`src/design/word_write_pkg.sv`:
```
// Purpose: Shared constants and types for the 16-bit word write external bus.
// Assumes: System clock of 250 MHz (4 ns period).
// Notes:   Phase lengths are derived from times in ns, rounded up to whole cycles.

package word_write_pkg;

	// ********************************************************************
	// Clock and phase timing
	// ********************************************************************
	localparam int CLK_PERIOD_PS = 4000;    // 250 MHz system clock
	localparam int ADDR_PHASE_NS = 8;       // Address and latch enable time
	localparam int STROBE_NS     = 16;      // Write strobe low time
	localparam int READ_NS       = 24;      // Output enable time for reads

	localparam int ADDR_CYCLES   = (ADDR_PHASE_NS * 1000 + CLK_PERIOD_PS - 1) / CLK_PERIOD_PS;
	localparam int STROBE_CYCLES = (STROBE_NS * 1000 + CLK_PERIOD_PS - 1) / CLK_PERIOD_PS;
	localparam int READ_CYCLES   = (READ_NS * 1000 + CLK_PERIOD_PS - 1) / CLK_PERIOD_PS;

	// Least read time that covers the pin synchroniser latency
	localparam int MIN_READ_CYCLES = 4;

	// ********************************************************************
	// Widths, field positions and reset values
	// ********************************************************************
	localparam int PTR_W       = 21;        // Table pointer width
	localparam int PTR_LSB_POS = 0;         // Byte select bit of the pointer
	localparam int CNT_W       = 4;         // Phase counter width
	localparam logic [7:0] HOLD_RESET = 8'h00;

	// ********************************************************************
	// Operation kinds and bus states
	// ********************************************************************
	typedef enum logic [1:0] {
		OP_FETCH     = 2'b00,               // Opcode fetch, 16-bit read
		OP_TBL_READ  = 2'b01,               // Table read, 16-bit read
		OP_TBL_WRITE = 2'b10,               // Table write of one byte
		OP_SPARE     = 2'b11                // Treated as a read
	} op_kind_e;

	typedef enum logic [2:0] {
		ST_IDLE   = 3'b000,
		ST_ADDR   = 3'b001,
		ST_TURN   = 3'b010,
		ST_ACTIVE = 3'b011,
		ST_HOLD   = 3'b100
	} bus_state_e;

endpackage : word_write_pkg

```
`src/design/pin_sync.sv`:
```
// Purpose: Three-stage synchroniser for bus pins with agreement filter.
// Assumes: Inputs are asynchronous to the clock.
// Notes:   A bit changes only when the second and third stages agree.

`timescale 1ns/100ps

module pin_sync #(
	parameter int WIDTH = 16
) (
	input  wire logic             clk,
	input  wire logic             rst,
	input  wire logic [WIDTH-1:0] d,
	output logic      [WIDTH-1:0] q
);

	logic [WIDTH-1:0] s1_reg;
	logic [WIDTH-1:0] s2_reg;
	logic [WIDTH-1:0] s3_reg;
	logic [WIDTH-1:0] q_reg;
	logic [WIDTH-1:0] agree;

	// ********************************************************************
	// Agreement filter
	// ********************************************************************
	assign agree = ~(s2_reg ^ s3_reg);
	assign q     = q_reg;

	// Stage chain; the first stage feeds only the second
	always_ff @(posedge clk or posedge rst) begin
		if (rst) begin
			s1_reg <= '0;
			s2_reg <= '0;
			s3_reg <= '0;
			q_reg  <= '0;
		end else begin
			s1_reg <= d;
			s2_reg <= s1_reg;
			s3_reg <= s2_reg;
			q_reg  <= (agree & s3_reg) | (~agree & q_reg);
		end
	end

endmodule : pin_sync

```
`src/design/word_write_bus.sv`:
```
// Purpose: Multiplexed 16-bit external bus in word write mode: fetches,
//          table reads, and paired byte table writes merged into words.
// Assumes: One request at a time; pin inputs are asynchronous.
// Notes:   All pin outputs except WRITE_LOW_STROBE_N (tied high) are registered and follow the bus state.
//
// Notes on behaviour
// - Odd write drives latch byte upper
// - Odd write drives held byte lower
// - High strobe pulses per odd write, low idle
// - Byte address pin shows pointer bit zero
// - Word write asserts both byte selects
// - Even write loads holding latch; runs address phase, no strobe
// - Supports fetches and table reads too

`timescale 1ns/100ps

module word_write_bus #(
	parameter int ADDR_CYCLES   = word_write_pkg::ADDR_CYCLES,
	parameter int STROBE_CYCLES = word_write_pkg::STROBE_CYCLES,
	parameter int READ_CYCLES   = word_write_pkg::READ_CYCLES
) (
	input  wire logic        SYS_CLK,
	input  wire logic        RST,
	input  wire logic        REQ_VALID,
	output logic             REQ_READY,
	input  wire logic [1:0]  REQ_KIND,
	input  wire logic [20:0] TABLE_POINTER,
	input  wire logic [7:0]  TABLE_DATA_LATCH,
	output logic             RSP_VALID,
	output logic [15:0]      RSP_DATA,
	input  wire logic [15:0] MUXED_ADDR_DATA_BUS_IN,
	output logic [15:0]      MUXED_ADDR_DATA_BUS_OUT,
	output logic             MUXED_ADDR_DATA_BUS_OE,
	output logic [3:0]       UPPER_ADDR,
	output logic             ADDR_LATCH_EN,
	output logic             OUTPUT_ENABLE_N,
	output logic             WRITE_HIGH_STROBE_N,
	output logic             WRITE_LOW_STROBE_N,
	output logic             BYTE_ADDR_LSB_PIN,
	output logic             UPPER_BYTE_SELECT_N,
	output logic             LOWER_BYTE_SELECT_N
);

	// ********************************************************************
	// Elaboration checks
	// ********************************************************************
	if (ADDR_CYCLES < 1 || ADDR_CYCLES > 15) begin : g_bad_addr
		$error("ADDR_CYCLES out of range 1..15");
	end
	if (STROBE_CYCLES < 1 || STROBE_CYCLES > 15) begin : g_bad_strobe
		$error("STROBE_CYCLES out of range 1..15");
	end
	if (READ_CYCLES < word_write_pkg::MIN_READ_CYCLES || READ_CYCLES > 15) begin : g_bad_read
		$error("READ_CYCLES out of range 4..15");
	end

	localparam logic [3:0] ADDR_LEN   = 4'(ADDR_CYCLES - 1);
	localparam logic [3:0] STROBE_LEN = 4'(STROBE_CYCLES - 1);
	localparam logic [3:0] READ_LEN   = 4'(READ_CYCLES - 1);

	// ********************************************************************
	// State and request holding registers
	// ********************************************************************
	word_write_pkg::bus_state_e       state_reg;
	word_write_pkg::bus_state_e       state_next;
	logic [word_write_pkg::CNT_W-1:0] cnt_reg;
	logic [word_write_pkg::CNT_W-1:0] cnt_next;
	logic [1:0]                       kind_reg;
	logic [20:0]                      ptr_reg;
	logic [7:0]                       data_reg;
	logic [7:0]                       hold_reg;
	logic [15:0]                      bus_in_sync;

	// Registered pin and answer outputs
	logic [15:0] ad_reg;
	logic        ad_oe_reg;
	logic [3:0]  upper_reg;
	logic        ale_reg;
	logic        oe_n_reg;
	logic        wrh_n_reg;
	logic        ba0_reg;
	logic        sel_n_reg;
	logic        rsp_valid_reg;
	logic [15:0] rsp_data_reg;

	// ********************************************************************
	// Request decode
	// ********************************************************************
	logic        accept;
	logic        last;
	logic [1:0]  cur_kind;
	logic [20:0] cur_ptr;
	logic [7:0]  cur_data;
	logic        cur_write;
	logic        cur_odd;
	logic        even_load;
	logic [3:0]  active_len;
	logic        next_busy;
	logic        next_data;

	assign REQ_READY  = (state_reg == word_write_pkg::ST_IDLE);
	assign accept     = REQ_VALID && REQ_READY;
	assign last       = (cnt_reg == '0);
	assign cur_kind   = accept ? REQ_KIND : kind_reg;
	assign cur_ptr    = accept ? TABLE_POINTER : ptr_reg;
	assign cur_data   = accept ? TABLE_DATA_LATCH : data_reg;
	assign cur_write  = (cur_kind == word_write_pkg::OP_TBL_WRITE);
	assign cur_odd    = cur_ptr[word_write_pkg::PTR_LSB_POS];
	assign even_load  = accept && cur_write && !cur_odd;
	assign active_len = cur_write ? STROBE_LEN : READ_LEN;

	// Bus cycle sequencing
	always_comb begin
		state_next = state_reg;
		cnt_next   = last ? cnt_reg : cnt_reg - 4'h1;
		case (state_reg)
			word_write_pkg::ST_IDLE: begin
				if (accept) begin
					state_next = word_write_pkg::ST_ADDR;
					cnt_next   = ADDR_LEN;
				end
			end
			word_write_pkg::ST_ADDR: begin
				if (last) begin
					state_next = word_write_pkg::ST_TURN;
				end
			end
			word_write_pkg::ST_TURN: begin
				state_next = word_write_pkg::ST_ACTIVE;
				cnt_next   = active_len;
			end
			word_write_pkg::ST_ACTIVE: begin
				if (last) begin
					state_next = word_write_pkg::ST_HOLD;
				end
			end
			word_write_pkg::ST_HOLD: begin
				state_next = word_write_pkg::ST_IDLE;
			end
			default: begin
				state_next = word_write_pkg::ST_IDLE;
				cnt_next   = '0;
			end
		endcase
	end

	// ********************************************************************
	// Next pin values, taken from the next state
	// ********************************************************************
	logic        ale_next;
	logic        ad_oe_next;
	logic [15:0] ad_next;
	logic        wrh_n_next;
	logic        sel_n_next;
	logic        oe_n_next;

	assign next_busy  = (state_next != word_write_pkg::ST_IDLE);
	assign next_data  = next_busy && (state_next != word_write_pkg::ST_ADDR);
	assign ale_next   = (state_next == word_write_pkg::ST_ADDR);
	assign ad_oe_next = ale_next || (next_data && cur_write && cur_odd);
	assign ad_next    = ale_next ? cur_ptr[16:1] : {cur_data, hold_reg};
	assign wrh_n_next = !((state_next == word_write_pkg::ST_ACTIVE) && cur_write && cur_odd);
	assign sel_n_next = !(next_data && (!cur_write || cur_odd));
	assign oe_n_next  = !((state_next == word_write_pkg::ST_ACTIVE) && !cur_write);

	// State, counter and request capture
	always_ff @(posedge SYS_CLK or posedge RST) begin
		if (RST) begin
			state_reg <= word_write_pkg::ST_IDLE;
			cnt_reg   <= '0;
			kind_reg  <= word_write_pkg::OP_FETCH;
			ptr_reg   <= '0;
			data_reg  <= '0;
		end else begin
			state_reg <= state_next;
			cnt_reg   <= cnt_next;
			kind_reg  <= cur_kind;
			ptr_reg   <= cur_ptr;
			data_reg  <= cur_data;
		end
	end

	// Holding latch, loaded only by even-address writes
	always_ff @(posedge SYS_CLK or posedge RST) begin
		if (RST) begin
			hold_reg <= word_write_pkg::HOLD_RESET;
		end else if (even_load) begin
			hold_reg <= TABLE_DATA_LATCH;
		end
	end

	// Pin output registers
	always_ff @(posedge SYS_CLK or posedge RST) begin
		if (RST) begin
			ad_reg    <= '0;
			ad_oe_reg <= 1'b0;
			upper_reg <= '0;
			ale_reg   <= 1'b0;
			oe_n_reg  <= 1'b1;
			wrh_n_reg <= 1'b1;
			ba0_reg   <= 1'b0;
			sel_n_reg <= 1'b1;
		end else begin
			ad_reg    <= ad_next;
			ad_oe_reg <= ad_oe_next;
			upper_reg <= next_busy ? cur_ptr[20:17] : 4'h0;
			ale_reg   <= ale_next;
			oe_n_reg  <= oe_n_next;
			wrh_n_reg <= wrh_n_next;
			ba0_reg   <= next_busy && cur_odd;
			sel_n_reg <= sel_n_next;
		end
	end

	// Completion pulse and read data capture
	always_ff @(posedge SYS_CLK or posedge RST) begin
		if (RST) begin
			rsp_valid_reg <= 1'b0;
			rsp_data_reg  <= '0;
		end else begin
			rsp_valid_reg <= (state_reg == word_write_pkg::ST_ACTIVE) && last;
			if ((state_reg == word_write_pkg::ST_ACTIVE) && last && !cur_write) begin
				rsp_data_reg <= bus_in_sync;
			end
		end
	end

	// Data bus input synchroniser
	pin_sync #(
		.WIDTH (16)
	) u_bus_sync (
		.clk (SYS_CLK),
		.rst (RST),
		.d   (MUXED_ADDR_DATA_BUS_IN),
		.q   (bus_in_sync)
	);

	// ********************************************************************
	// Output wiring
	// ********************************************************************
	assign MUXED_ADDR_DATA_BUS_OUT = ad_reg;
	assign MUXED_ADDR_DATA_BUS_OE  = ad_oe_reg;
	assign UPPER_ADDR              = upper_reg;
	assign ADDR_LATCH_EN           = ale_reg;
	assign OUTPUT_ENABLE_N         = oe_n_reg;
	assign WRITE_HIGH_STROBE_N     = wrh_n_reg;
	assign WRITE_LOW_STROBE_N      = 1'b1;
	assign BYTE_ADDR_LSB_PIN       = ba0_reg;
	assign UPPER_BYTE_SELECT_N     = sel_n_reg;
	assign LOWER_BYTE_SELECT_N     = sel_n_reg;
	assign RSP_VALID               = rsp_valid_reg;
	assign RSP_DATA                = rsp_data_reg;

	logic       odd_wr_phase;
	logic [3:0] strobe_len_reg;

	assign odd_wr_phase = (state_reg == word_write_pkg::ST_ACTIVE) && ptr_reg[0]
		&& (kind_reg == word_write_pkg::OP_TBL_WRITE);

	// Counts the low time of the high write strobe
	always_ff @(posedge SYS_CLK or posedge RST) begin
		if (RST) begin
			strobe_len_reg <= '0;
		end else begin
			strobe_len_reg <= WRITE_HIGH_STROBE_N ? 4'h0 : strobe_len_reg + 4'h1;
		end
	end
endmodule : word_write_bus

```
`config.mk`:
```
export PLATFORM = sky130hd
export DESIGN_NAME = word_write_bus
export DESIGN_NICKNAME = d
export VERILOG_FILES = /design/src/design/word_write_pkg.sv /design/src/design/pin_sync.sv /design/src/design/word_write_bus.sv
export SDC_FILE = /design/constraint.sdc
export NUM_CORES = 1
export LEC_CHECK = 0
export BUFFER_PORTS_ARGS = -buffer_cell sky130_fd_sc_hd__buf_4
export CAP_MARGIN = 0
export CORE_UTILIZATION = 59
export CTS_CLUSTER_DIAMETER = 40
export DETAILED_ROUTE_END_ITERATION = 6
export PLACE_DENSITY_LB_ADDON = 0.1
export SLEW_MARGIN = 20
export SYNTH_ARGS = -nofsm -noshare
export SYNTH_HDL_FRONTEND = slang
export SYNTH_HIERARCHICAL = 1
export SYNTH_SLANG_ARGS = --single-unit
```
`constraint.sdc`:
```
create_clock -name SYS_CLK -period 3.86 [get_ports SYS_CLK]
set_input_delay 0 -clock SYS_CLK [delete_from_list [all_inputs] [get_ports SYS_CLK]]
set_output_delay 0 -clock SYS_CLK [all_outputs]
set_load 0.01 [all_outputs]
```
# After elaboration in Yosys (flattened, before gate mapping)
# Index checks and enable logic that the tools add are counted.
[word_totals]
ff_bits = 153
latchBits = 0
ramBits = 0
mem_bits_ro = 0
inputBits = 50
output_inout_bits = 46
mem_count = 0
[op_classes]
n_addsub = 1
multipliers = 0
n_div = 0
order_cmp = 0
eq_ne = 8
n_shift = 0
n_mux = 13
bitwise = 6
n_reduce_logical = 24
[ops]
columns = ["operator", "n"]
rows = [
  ["$and A16 B16 Y16", 2],
  ["$not A16 Y16", 2],
  ["$mux W21", 1],
  ["$mux W16", 1],
  ["$or A16 B16 Y16", 1],
  ["$xor A16 B16 Y16", 1],
  ["$logic_and A1 B1 Y1", 13],
  ["$mux W3", 4],
  ["$mux W4", 3],
  ["$pmux W3 S4", 1],
  ["$pmux W4 S3", 1],
  ["$eq A3 B2 Y1 const B", 3],
  ["$mux W8", 1],
  ["$eq A3 B1 Y1 const B", 2],
  ["$logic_not A1 Y1", 5],
  ["$logic_not A4 Y1", 1],
  ["$sub A4 B1 Y4 const B", 1],
  ["$eq A3 B3 Y1 const B", 1],
  ["$logic_not A3 Y1", 1],
  ["$ne A3 B1 Y1 const B", 1],
  ["$reduce_bool A3 Y1", 1],
  ["$reduce_or A3 Y1", 1],
  ["$eq A2 B2 Y1 const B", 1],
  ["$logic_or A1 B1 Y1", 2],
  ["$mux W2", 1],
]

# Longest topological paths before layout
# Gate-level depths: netlist of the first run.
[logic_depth]
word_depth = 9
mapped_depth = 8
mapped_depth_nobuf = 6

# Cells and area by module
# Netlist of the first run, hierarchy kept.
[by_module_without_submodules]
columns = ["module", "n_inst", "cells_each", "area_each_um2"]
rows = [
  ["word_write_bus", 1, 326, 3614.7],
  ["pin_sync", 1, 81, 1785.5],
]

# Worst setup path after synthesis of the first run
# OpenSTA, ideal clock, no wires.
[synth_path]
path_kind = "register -> register"
start = "register cnt_reg[0] in the netlist's numbering"
end = "register rsp_data_reg[0], in the netlist RSP_DATA[0]"
setup_ps = 128
t_arrival_ps = 2361
required_ps = 3732
setup_slack_ps = 1372
stages_incl_launch_ff = 8
path_buffers = 1
period_less_slack_ps = 2488
path_cell_list = "dfrtp_1 -> inv_1 -> ha_1 -> nor3b_1 -> nand2_1 -> a2111oi_4 -> buf_4 -> mux2_1"
[synth_via]
elab_chain_cells = 3
[synth_lines]
columns = ["element", "line_no", "text"]
rows = [
  ["from (decl)", "word_write_bus.sv:66", "logic [word_write_pkg::CNT_W-1:0] cnt_reg;"],
  ["from (signal assigned)", "word_write_bus.sv:176", "cnt_reg <= cnt_next;"],
  ["$logic_not A4 Y1", "word_write_bus.sv:103", "assign last = (cnt_reg == '0);"],
  ["$logic_and A1 B1 Y1 (2 in a row)", "word_write_bus.sv:222", "if ((state_reg == word_write_pkg::ST_ACTIVE) && last && !cur_write) begin"],
  ["to (signal assigned)", "word_write_bus.sv:223", "rsp_data_reg <= bus_in_sync;"],
  ["to (decl)", "word_write_bus.sv:84", "logic [15:0] rsp_data_reg;"],
]
# No other way between the ends.
# A chain may end at the register's enable or synchronous reset.

# Final worst setup path of the first run
[layout_path]
start = "register cnt_reg[0] in the netlist's numbering"
end = "register state_reg[0]"
[layout_via]
elab_chain_cells = 3
elab_cells_between_ends = 4
cone_classes = "3 x mux; 1 x reduce/logical"
[layout_lines]
columns = ["element", "line_no", "text"]
rows = [
  ["$logic_not A4 Y1 *", "word_write_bus.sv:103", ""],
  ["$mux W3 (on tied branches)", "word_write_bus.sv:133, word_write_bus.sv:124", ""],
  ["$pmux W3 S4 *", "word_write_bus.sv:116", "case (state_reg)"],
  ["named net state_next[0]", "word_write_bus.sv:65", "word_write_pkg::bus_state_e state_next;"],
  ["to (signal assigned)", "word_write_bus.sv:169", "state_reg <= word_write_pkg::ST_IDLE;"],
  ["to (signal assigned)", "word_write_bus.sv:175", "state_reg <= state_next;"],
  ["to (decl)", "word_write_bus.sv:64", "word_write_pkg::bus_state_e state_reg;"],
]
# The timed path passes the listed nets; every way through them passes the cells marked *.

==> results of run 1 <==
-- worst min-delay path by stage --
stage,startpoint,endpoint,slack [ns],cells past startpoint
after floorplan,MUXED_ADDR_DATA_BUS_IN[0],u_bus_sync/s1_reg[0]$_DFF_PP0_,0.03,0
after global placement,RST,asynchronous set/reset pin,0.07,2
after detailed placement,RST,asynchronous set/reset pin,0.09,2
after CTS,MUXED_ADDR_DATA_BUS_IN[7],u_bus_sync/s1_reg[7]$_DFF_PP0_,0.10,2
after global routing,MUXED_ADDR_DATA_BUS_IN[4],u_bus_sync/s1_reg[4]$_DFF_PP0_,0.11,2
final,RST,RSP_DATA[7]$_DFFE_PP0P_,0.11,3
-- critical path: cells and delay by family, from the launching register on --
kind / cells / cell delay [ns]
flops: 1 / 0.39
simple gates: 4 / 2.00
buf+inv: 1 / 0.09
fa+ha+maj: 1 / 0.21
-- per-layer routing --
layer  up-vias  wire (um)  track usage [%]
li1       1653          -                -
met1      1797       4653            31.96
met2        83       5657            41.68
met3        23        444            7.122
met4         0        217            10.96
met5         -          0                0
-- kinds of logic after synthesis --
family / after synthesis
xor gates and xnor gates: 2
AOI/OAI and AO/OA: 41
and+or+nand+nor: 129
muxes: 42
DFF: 153
other: 1
buffers and inverters: 22
adders and majority gates: 17
-- power groups by stage --
stage | clock [mW] | combinational, mW | sequential [mW]
final | 1.55 | 1.50 | 2.35
after detailed placement | 0 | 1.44 | 2.36
after global routing | 1.64 | 1.64 | 2.41
after CTS | 1.57 | 1.49 | 2.34
after global placement | 0 | 1.38 | 2.34
after floorplan | 0 | 0.851 | 2.36
-- synth_stat cells, drive strengths merged --
cell type and number:
a21oi 10, or2 2, o32ai 1, o221ai 1
dfstp 3, o21a 2, inv 4, o311ai 2
nor3b 1, mux2i 18, clkbuf 13, mux2 24
nand2 99, maj3 16, a2111oi 1, buf 5
xnor2 1, nand2b 4, ha 1, conb 1
xor2 1, dfrtp 150, o21ai 23, nor3 2
nand3b 1, nor2b 4, nand3 6, or3 2
a21boi 1, nor4b 2, nor2 6
-- area by class of cell --
type,count,area (um2)
Clock buffer,20,445.4
Inverter,4,17.52
Fill cell,470,1556
Tap cell,108,135.1
Clock inverter,11,111.4
Timing Repair Buffer,148,1234
Multi-Input combinational cell,232,1474
Sequential cell,153,3832
-- cell usage in the layout, fill, tap and decap left out, types with 10 or more instances in the layout --
cell type / n
sky130_fd_sc_hd__buf_4: 99
sky130_fd_sc_hd__nand2_1: 98
sky130_fd_sc_hd__mux2i_1: 18
sky130_fd_sc_hd__a21oi_1: 10
sky130_fd_sc_hd__mux2_1: 10
sky130_fd_sc_hd__mux2_2: 14
sky130_fd_sc_hd__clkbuf_16: 16
sky130_fd_sc_hd__maj3_2: 16
sky130_fd_sc_hd__o21ai_0: 23
sky130_fd_sc_hd__dlygate4sd3_1: 49
sky130_fd_sc_hd__dfrtp_1: 150
-- metrics by stage --
step	cell area (um2)	total power [mW]	hold WS (ns)	cells	setup slack (ns)
6_report	7249	5.399	0.1100	676	1.036
5_1_grt	7249	5.685	0.1068	676	0.8194
4_1_cts	7249	5.411	0.1023	676	1.070
3_5_place_dp	6202	3.796	0.09219	596	1.080
3_3_place_gp	6200	3.726	0.07492	596	1.180
2_1_floorplan	5400	3.212	0.03143	407	1.372
-- what timing repair did --
item,CTS,global route
endpoints found under the hold margin,142,0
gates resized for setup,0,0
hold buffers,49,0
==> run summary, run 1 <==
After synthesis, the largest family of logic cells by area is simple AND/OR/NAND/NOR gates. The tightest slew margin relative to the limit came out at 27.14%. After layout, the minimum clock period comes to 2.824 ns. The global placer's final weighted congestion came out at 0.7764. The number of unique standard cell types used by synthesis is 34. The mapped cell area is 0.005400 mm2. The area of the die came out at 0.009539 mm2.

The aggregate global routing overflow came out at 0. Walking the worst path, the cells encountered are inv_1 > ha_1 > nor3b_1 > or3_1 > nand2_1 > or2_2. The via count of the first global-routing pass came out at 3789. In this run the post-CTS setup repair buffer count came out at 0. The kind of launch point of the worst setup path is a register. The sequential area share after synthesis is 70.97%. The worst register-to-register path has a setup slack of 1.04 ns. The area added between synthesis and finish is 34.24%.

The height of the die is 97.67 um. The final max-slew violation count came out at 0. In this run the worst setup path terminates at state_reg[0]$_DFF_PP0_. The switching part of the total power is 31.47%. The first global-routing pass estimated 18400 um of wire. The number of standard cells after synthesis came out at 407. The estimated wirelength of the detail-placed design is 6138 um. The clock latency on the worst-skew pair came out at 0.52 ns. Combinational cells account for 27.8% of the total power.

The worst-path cell with the longest stage delay is sky130_fd_sc_hd__or3_1. The adder-cell share of the synthesized area came out at 3.568%. The internal portion of total power is 3.700 mW. The share of total power in the clock network is 28.7%. The setup TNS after final layout came out at 0 ns. The number of synthesis warnings is 6. The count of antenna diodes in the layout is 0. The final reports fail on DRC. The clock-pin slew of the registers on the worst-case setup and hold paths is 0.06 ns. The number of clock sinks came out at 153. The total clock buffers created by CTS is 17. The count of buffers added on input and output ports is 94. Tracing the worst setup path back leads to its startpoint at cnt_reg[0]$_DFF_PP0_. In this run the clock root is driven by a sky130_fd_sc_hd__clkbuf_8.

The share of post-route cells with drive strength above 1 came out at 29.75%. Setup repair after global routing left no endpoint under its margin. The number of violations reported at the end of detailed-routing iteration 0 came out at 189. Of the total synthesized cell area, the portion taken by AND, OR, NAND and NOR gates is 10.31%. The die outline width is 97.67 um. After detailed routing, the average wire length per cell comes to 16.23 um. The multiplexer fraction of the synthesized cell area came out at 8.341%. The total length of routed wires came out at 10970 um.

The count of endpoints failing hold in the final timing report is 0. The number of ports placed on the die boundary came out at 96. Dividing total power by cell area gives a power density of 744.7 mW/mm2. Of the post-synthesis cell area, the dominant cell type holds 69.51%. The count of state elements after synthesis came out at 153. Entering global routing, the biggest net connects 50 pins.

For this run, the detailed router's first-pass iteration total came to 6. The endpoint kind of the worst setup timing path is a register. The biggest cell delay along the critical path came out at 0.93 ns.

After synthesis, the cell types taking the most area are sky130_fd_sc_hd__dfrtp_1 70%, sky130_fd_sc_hd__nand2_1 6.9%, sky130_fd_sc_hd__mux2i_1 3.3%, sky130_fd_sc_hd__maj3_2 3.3%, sky130_fd_sc_hd__mux2_2 2.9%. After detailed routing, the number of remaining DRC violations is 10. STA puts the critical path data required time at 4.26 ns. In this run the power spent charging and discharging nets is 1.699 mW. The number of antenna-violating nets in the routed design came out at 0. The worst min-delay path category is in -> async.

For the pin with the worst max-slew slack, the measured transition is 1.093 ns. The max-capacitance violation count came out at 0. The synthesized netlist devotes 4.634% of its cell area to compound gates. The number of cells on the worst reg-to-reg path is 6.

The final design utilization is 82.32%. The worst-path maximum fanout came out at 18. For this design the static power due to leakage is 3.556 nW.

The floorplan step defined a core boundary enclosing 0.008806 mm2. The total setup violations reported at the end of the flow came out at 0. The initial utilization of the core area, before any placement, comes to 61.32%. The total number of H-tree levels is 4.

IR analysis of the VDD net gives a maximum drop of 0.5391 mV. The number of antenna violations at the first check in global routing is 0. After layout, the worst path uses 73.17% of the clock period. For this block, the via count after detailed routing is 3556. The worst register-to-register path ends at state_reg[0]$_DFF_PP0_. The xor and xnor area share after synthesis is 0.3244%. The portion of total power attributed to sequential cells came out at 43.5%.

The run finished, with violations left. Derived from the worst setup path, the maximum achievable clock frequency is 354.1 MHz. Summed over all instances, the cell type with the most area after synthesis is sky130_fd_sc_hd__dfrtp_1. Synthesis produced a netlist with a net count of 458. The number of vias per cell after detailed routing came out at 5.260. The count of standard-cell rows is 34. The worst-case clock skew came out at 0.007863 ns.

The longest clock path from root to sink contains 2 buffers. The clock tree from TritonCTS is done. By startpoint and endpoint, the worst setup path is classified as reg -> reg. After the last flow step, the layout net total stands at 607. Across every metal layer, demand over resource in global routing totals 25.45%. Dividing the synthesized area by the synthesized cell count gives 13.27 um2. Data on the critical path arrives at its endpoint at 3.22 ns. The startpoint identified for the worst register-to-register timing path is cnt_reg[0]$_DFF_PP0_.
Power figures use the tool's default switching activity.
==> inputs of run 2 (changes only) <==
--- a/config.mk
+++ b/config.mk
@@ -5,9 +5,10 @@
 export SDC_FILE = /design/constraint.sdc
 export NUM_CORES = 1
 export LEC_CHECK = 0
+export ABC_AREA = 1
 export BUFFER_PORTS_ARGS = -buffer_cell sky130_fd_sc_hd__buf_4
 export CAP_MARGIN = 0
-export CORE_UTILIZATION = 59
+export CORE_UTILIZATION = 55
 export CTS_CLUSTER_DIAMETER = 40
 export DETAILED_ROUTE_END_ITERATION = 6
 export PLACE_DENSITY_LB_ADDON = 0.1
==> constraint.sdc (replaced) <==
create_clock -name SYS_CLK -period 2.75 [get_ports SYS_CLK]
set_input_delay 0 -clock SYS_CLK [delete_from_list [all_inputs] [get_ports SYS_CLK]]
set_output_delay 0 -clock SYS_CLK [all_outputs]
set_load 0.01 [all_outputs]
==> run 2 against run 1 <==
Compared with the run above:
- the flow now finishes without violations
- critical path depth grew 1
- area after synthesis grew 2.1%
- die area grew 9.3%
- via count grew 16%
- final area grew 3.6%
- hold slack gained 0.021 ns
- sequential power grew 38%
- fmax grew 13%
- worst setup slack lost 0.78 ns
- synthesized cell count grew 32%
- combinational power grew 63%
- largest power group unchanged
- highest routed layer unchanged
==> run summary, run 2 <==
The total length of routed wires is 11610 um (+5.8%). Clock tree synthesis selected as its root buffer the cell sky130_fd_sc_hd__clkbuf_8. The setup path with the least slack is of type reg -> reg. The setup TNS after final layout came to 0 ns (unchanged). TritonCTS built the clock tree. The post-route minimum period came out at 2.494 ns (-0.3299 ns).

The data arrival time of the worst path came out at 2.95 ns (-0.27 ns). The static leakage is 3.890 nW (+9.4%). The mapped cell area came out at 0.005512 mm2 (+2.1%).

The net count of the finished layout came to 755 (+24%). The signal on the critical path passes through nor2_4 > nand3_4 > buf_4 > inv_2 > nand2_1 > nand2_1 > dlygate4sd3_1. The number of clock sinks is 153 (unchanged).

The initial cell density of the core came out at 56.65% (-4.7 points). The number of I/O port buffers was 94 (unchanged). The leading register cell type out of synthesis is sky130_fd_sc_hd__dfrtp_1. The area of the die is 0.01043 mm2 (+9.3%). The number of gates resized after cts came out at 0 (unchanged).

The global placer's final weighted congestion came out at 0.8047 (+3.6%). The core box area came out at 0.009729 mm2 (+10%). The average wire per standard cell came out at 13.67 um (-16%). The number of vias per cell after detailed routing is 4.863 (-7.5%).

The cell count after placement is 756 (+27%). The worst-case clock skew is 0.008038 ns (+0.0001751 ns). The number of antenna-violating nets in the routed design came to 0 (unchanged). The total vias in the final route came to 4129 (+16%). In this run the worst hold path is classified as in -> reg. The aggregate global routing overflow is 0 (unchanged).

The deepest clock path buffer count came out at 2 (unchanged). Setup repair after global routing left no endpoint under its margin. The worst-path maximum fanout was 32 (+14). The hold buffer count at CTS came out at 62 (+27%). The portion of total power attributed to sequential cells is 41.5% (-2.0 points).

The total setup violations reported at the end of the flow is 0 (unchanged). The total nets after synthesis was 589 (+29%). The worst-case reg-to-reg path depth is 7 (+1).

The worst hold path terminates at u_bus_sync/s1_reg[9]$_DFF_PP0_. The total clock buffers created by CTS came out at 17 (unchanged). The height of the die is 102.1 um (+4.5%). The switching part of the total power came out at 33.85% (+2.4 points). The max-capacitance violation count came out at 0 (unchanged).

The count of state elements after synthesis came to 153 (unchanged). The part of the power in combinational logic came out at 31.3% (+3.5 points). The final max-slew violation count came out at 0 (unchanged). The area share of the largest cell type after synthesis was 68.10% (-1.4 points). Counting instances in the post-synthesis netlist gives the leading cell types as 189 x sky130_fd_sc_hd__nand2_1, 150 x sky130_fd_sc_hd__dfrtp_1, 55 x sky130_fd_sc_hd__inv_1.

The number of ports placed on the die boundary is 96 (unchanged). The internal portion of total power came out at 5.175 mW (+40%). The async set or reset register ratio after synthesis came out at 100.0% (unchanged). The number of unique standard cell types used by synthesis was 28 (-18%).

In this run the most critical hold path is launched from MUXED_ADDR_DATA_BUS_IN[9]. The overall global routing resource usage came to 24.33% (-1.1 points). The post-CTS setup buffer count is 0 (unchanged). The count of endpoints failing hold in the final timing report came out at 0 (unchanged). The detailed-route DRC error count was 0 (-10).

The data required time of the worst path came to 3.20 ns (-1.06 ns). In the layout the commonest cells are 189 x sky130_fd_sc_hd__nand2_1, 150 x sky130_fd_sc_hd__dfrtp_1, 102 x sky130_fd_sc_hd__buf_4. The tightest slew margin relative to the limit was 47.60% (+20 points). The estimated wirelength of the detail-placed design came out at 7057 um (+15%). The total number of H-tree levels is 4 (unchanged). The number of violations reported at the end of detailed-routing iteration 0 came out at 240 (+27%). The count of standard-cell rows is 36 (+5.9%). The kind of cell with the highest combined delay along the critical path is buffers and inverters. The cell depth of the worst min-delay path came out at 2. The worst-case register-to-register setup slack was 0.26 ns (-0.78 ns). The die outline width is 102.1 um (+4.5%). The non-filler instance count after layout came out at 849 (+26%).

The share of total power in the clock network came to 27.2% (-1.5 points). The buffers plus inverters on the worst setup path is 3 (+2). The run finished with clean final reports. The largest total area in the synthesized netlist belongs to sky130_fd_sc_hd__dfrtp_1. The number of enable flip-flop cells after synthesis is 0 (unchanged). The maximum achievable frequency is 400.9 MHz (+13%).

The biggest cell delay along the critical path came to 0.55 ns (-0.38 ns). The share of the clock period used by the worst path is 90.71% (+18 points). Among all cell types in the netlist, the one instantiated most often is sky130_fd_sc_hd__nand2_1. The power density over the cells was 1041 mW/mm2 (+40%). The maximum vdd ir drop is 0.4599 mV (-15%). Sorting the synthesized cells by area gives the leading types as sky130_fd_sc_hd__dfrtp_1 68%, sky130_fd_sc_hd__nand2_1 13%, sky130_fd_sc_hd__inv_1 3.7%, sky130_fd_sc_hd__nand3_1 2.0%, sky130_fd_sc_hd__a21oi_1 1.8%.

The clock-pin slew of the registers on the worst-case setup and hold paths came to 0.07 ns (about the same). The kind of launch point of the worst setup path is a register. The most prevalent standard cell on the critical path is sky130_fd_sc_hd__nand2_1. The area added between synthesis and finish came out at 36.32%. The slowest stage of the critical path is the sky130_fd_sc_hd__dlygate4sd3_1 cell.

The clock latency on the worst-skew pair came out at 0.51 ns (about the same). Leaving out fill and tap cells, the most frequent cell in the layout is sky130_fd_sc_hd__nand2_1. The startpoint identified for the worst register-to-register timing path is state_reg[0]$_DFF_PP0_. The via count of the first global-routing pass is 4094 (+8.0%). In this run the critical register-to-register path is captured at ptr_reg[4]$_DFF_PP0_. The number of synthesis warnings is 6 (unchanged). The number of standard cells after synthesis came out at 538 (+32%). The count of antenna diodes in the layout is 0 (unchanged).

The endpoint kind of the worst setup timing path is a register. The largest net degree at the start of global routing came out at 64 (+28%). The transition time of the tightest slew-check pin is 0.7793 ns (-0.3136 ns).

The length of the first detailed-routing pass in iterations is 4 (-2). The final design utilization is 77.22% (-5.1 points). The per-instance average area after synthesis came to 10.24 um2 (-23%).

The net switching power figure is 2.648 mW (+56%). The logic depth of the worst setup path including buffers is 7 (+1). The total chip power is 7.822 mW (+45%). The share of post-route cells with drive strength above 1 came out at 20.11% (-9.6 points). The sequential area share after synthesis came out at 69.53% (-1.4 points). The number of antenna violations at the first check in global routing came out at 0 (unchanged). The first-pass GRT wire length is 18750 um (+1.9%).
-- run 2: changes by cell type after synthesis, moves of 10 or more --
cell                       delta
sky130_fd_sc_hd__nand2_1     +90
sky130_fd_sc_hd__inv_1       +51
sky130_fd_sc_hd__nor2_1      +20
sky130_fd_sc_hd__mux2i_1     -18
sky130_fd_sc_hd__maj3_2      -16
sky130_fd_sc_hd__nand3_1     +16
sky130_fd_sc_hd__mux2_2      -14
sky130_fd_sc_hd__nand4_1     +13
sky130_fd_sc_hd__clkbuf_1    -11
sky130_fd_sc_hd__o21ai_0     -11
sky130_fd_sc_hd__a21oi_1     +10
sky130_fd_sc_hd__mux2_1      -10
-- run 2: kinds of logic after synthesis --
logic type	after synthesis	share of synthesized area [%]
other cells	1	0.06804
compound gates	41	4.086
buf+inv	76	5.857
xor+xnor	1	0.1589
simple gates	265	20.07
fa+ha+maj	1	0.2270
flops	153	69.53
-- run 2: how the worst max path moves through the flow --
stage | from | slack [ns] | to
floorplan | RST | 0.45 | ADDR_LATCH_EN$_DFF_PP0_
global placement | state_reg[0]$_DFF_PP0_ | 0.65 | MUXED_ADDR_DATA_BUS_OUT[10]$_DFF_PP0_
detailed placement | state_reg[0]$_DFF_PP0_ | 0.57 | MUXED_ADDR_DATA_BUS_OUT[10]$_DFF_PP0_
CTS | state_reg[0]$_DFF_PP0_ | 0.30 | ptr_reg[3]$_DFF_PP0_
global route | state_reg[0]$_DFF_PP0_ | 0.1 | ptr_reg[2]$_DFF_PP0_
finish | state_reg[0]$_DFF_PP0_ | 0.26 | ptr_reg[4]$_DFF_PP0_
-- run 2: power groups by stage --
| stage | clock, mW | combinational [mW] | sequential (mW) |
|---|---|---|---|
| 2_1_floorplan | 0 | 1.35 | 3.34 |
| 3_3_place_gp | 0 | 2.22 | 3.27 |
| 3_5_place_dp | 0 | 2.30 | 3.27 |
| 4_1_cts | 2.16 | 2.44 | 3.24 |
| 5_1_grt | 2.26 | 2.76 | 3.30 |
| 6_report | 2.13 | 2.45 | 3.25 |
-- run 2: layer usage --
metal | vias up | global-route usage (%) | wire length, um
met5 | - | 0 | 0
met4 | 0 | 9.560 | 191
met3 | 19 | 5.882 | 518
met2 | 125 | 42.49 | 6051
met1 | 1982 | 29.23 | 4846
li1 | 2003 | - | -
-- run 2: final cells by class --
type | instances | area (um2)
flip-flops and latches | 153 | 3832
multi-input cells | 309 | 1356
inverters | 59 | 224.0
fillers | 617 | 2216
repair buffers | 164 | 1386
well taps | 133 | 166.4
clock inverters | 12 | 116.4
clock buffers | 19 | 431.7
-- run 2: stage by stage --
step | setup slack [ns] | area, um2 | hold WS [ns]
floorplan | 0.4481 | 5512 | 0.03143
global placement | 0.6489 | 6344 | -0.03303
detailed placement | 0.5651 | 6344 | -0.02792
CTS | 0.2968 | 7512 | 0.1008
global route | 0.09683 | 7513 | 0.1095
finish | 0.2556 | 7513 | 0.1312
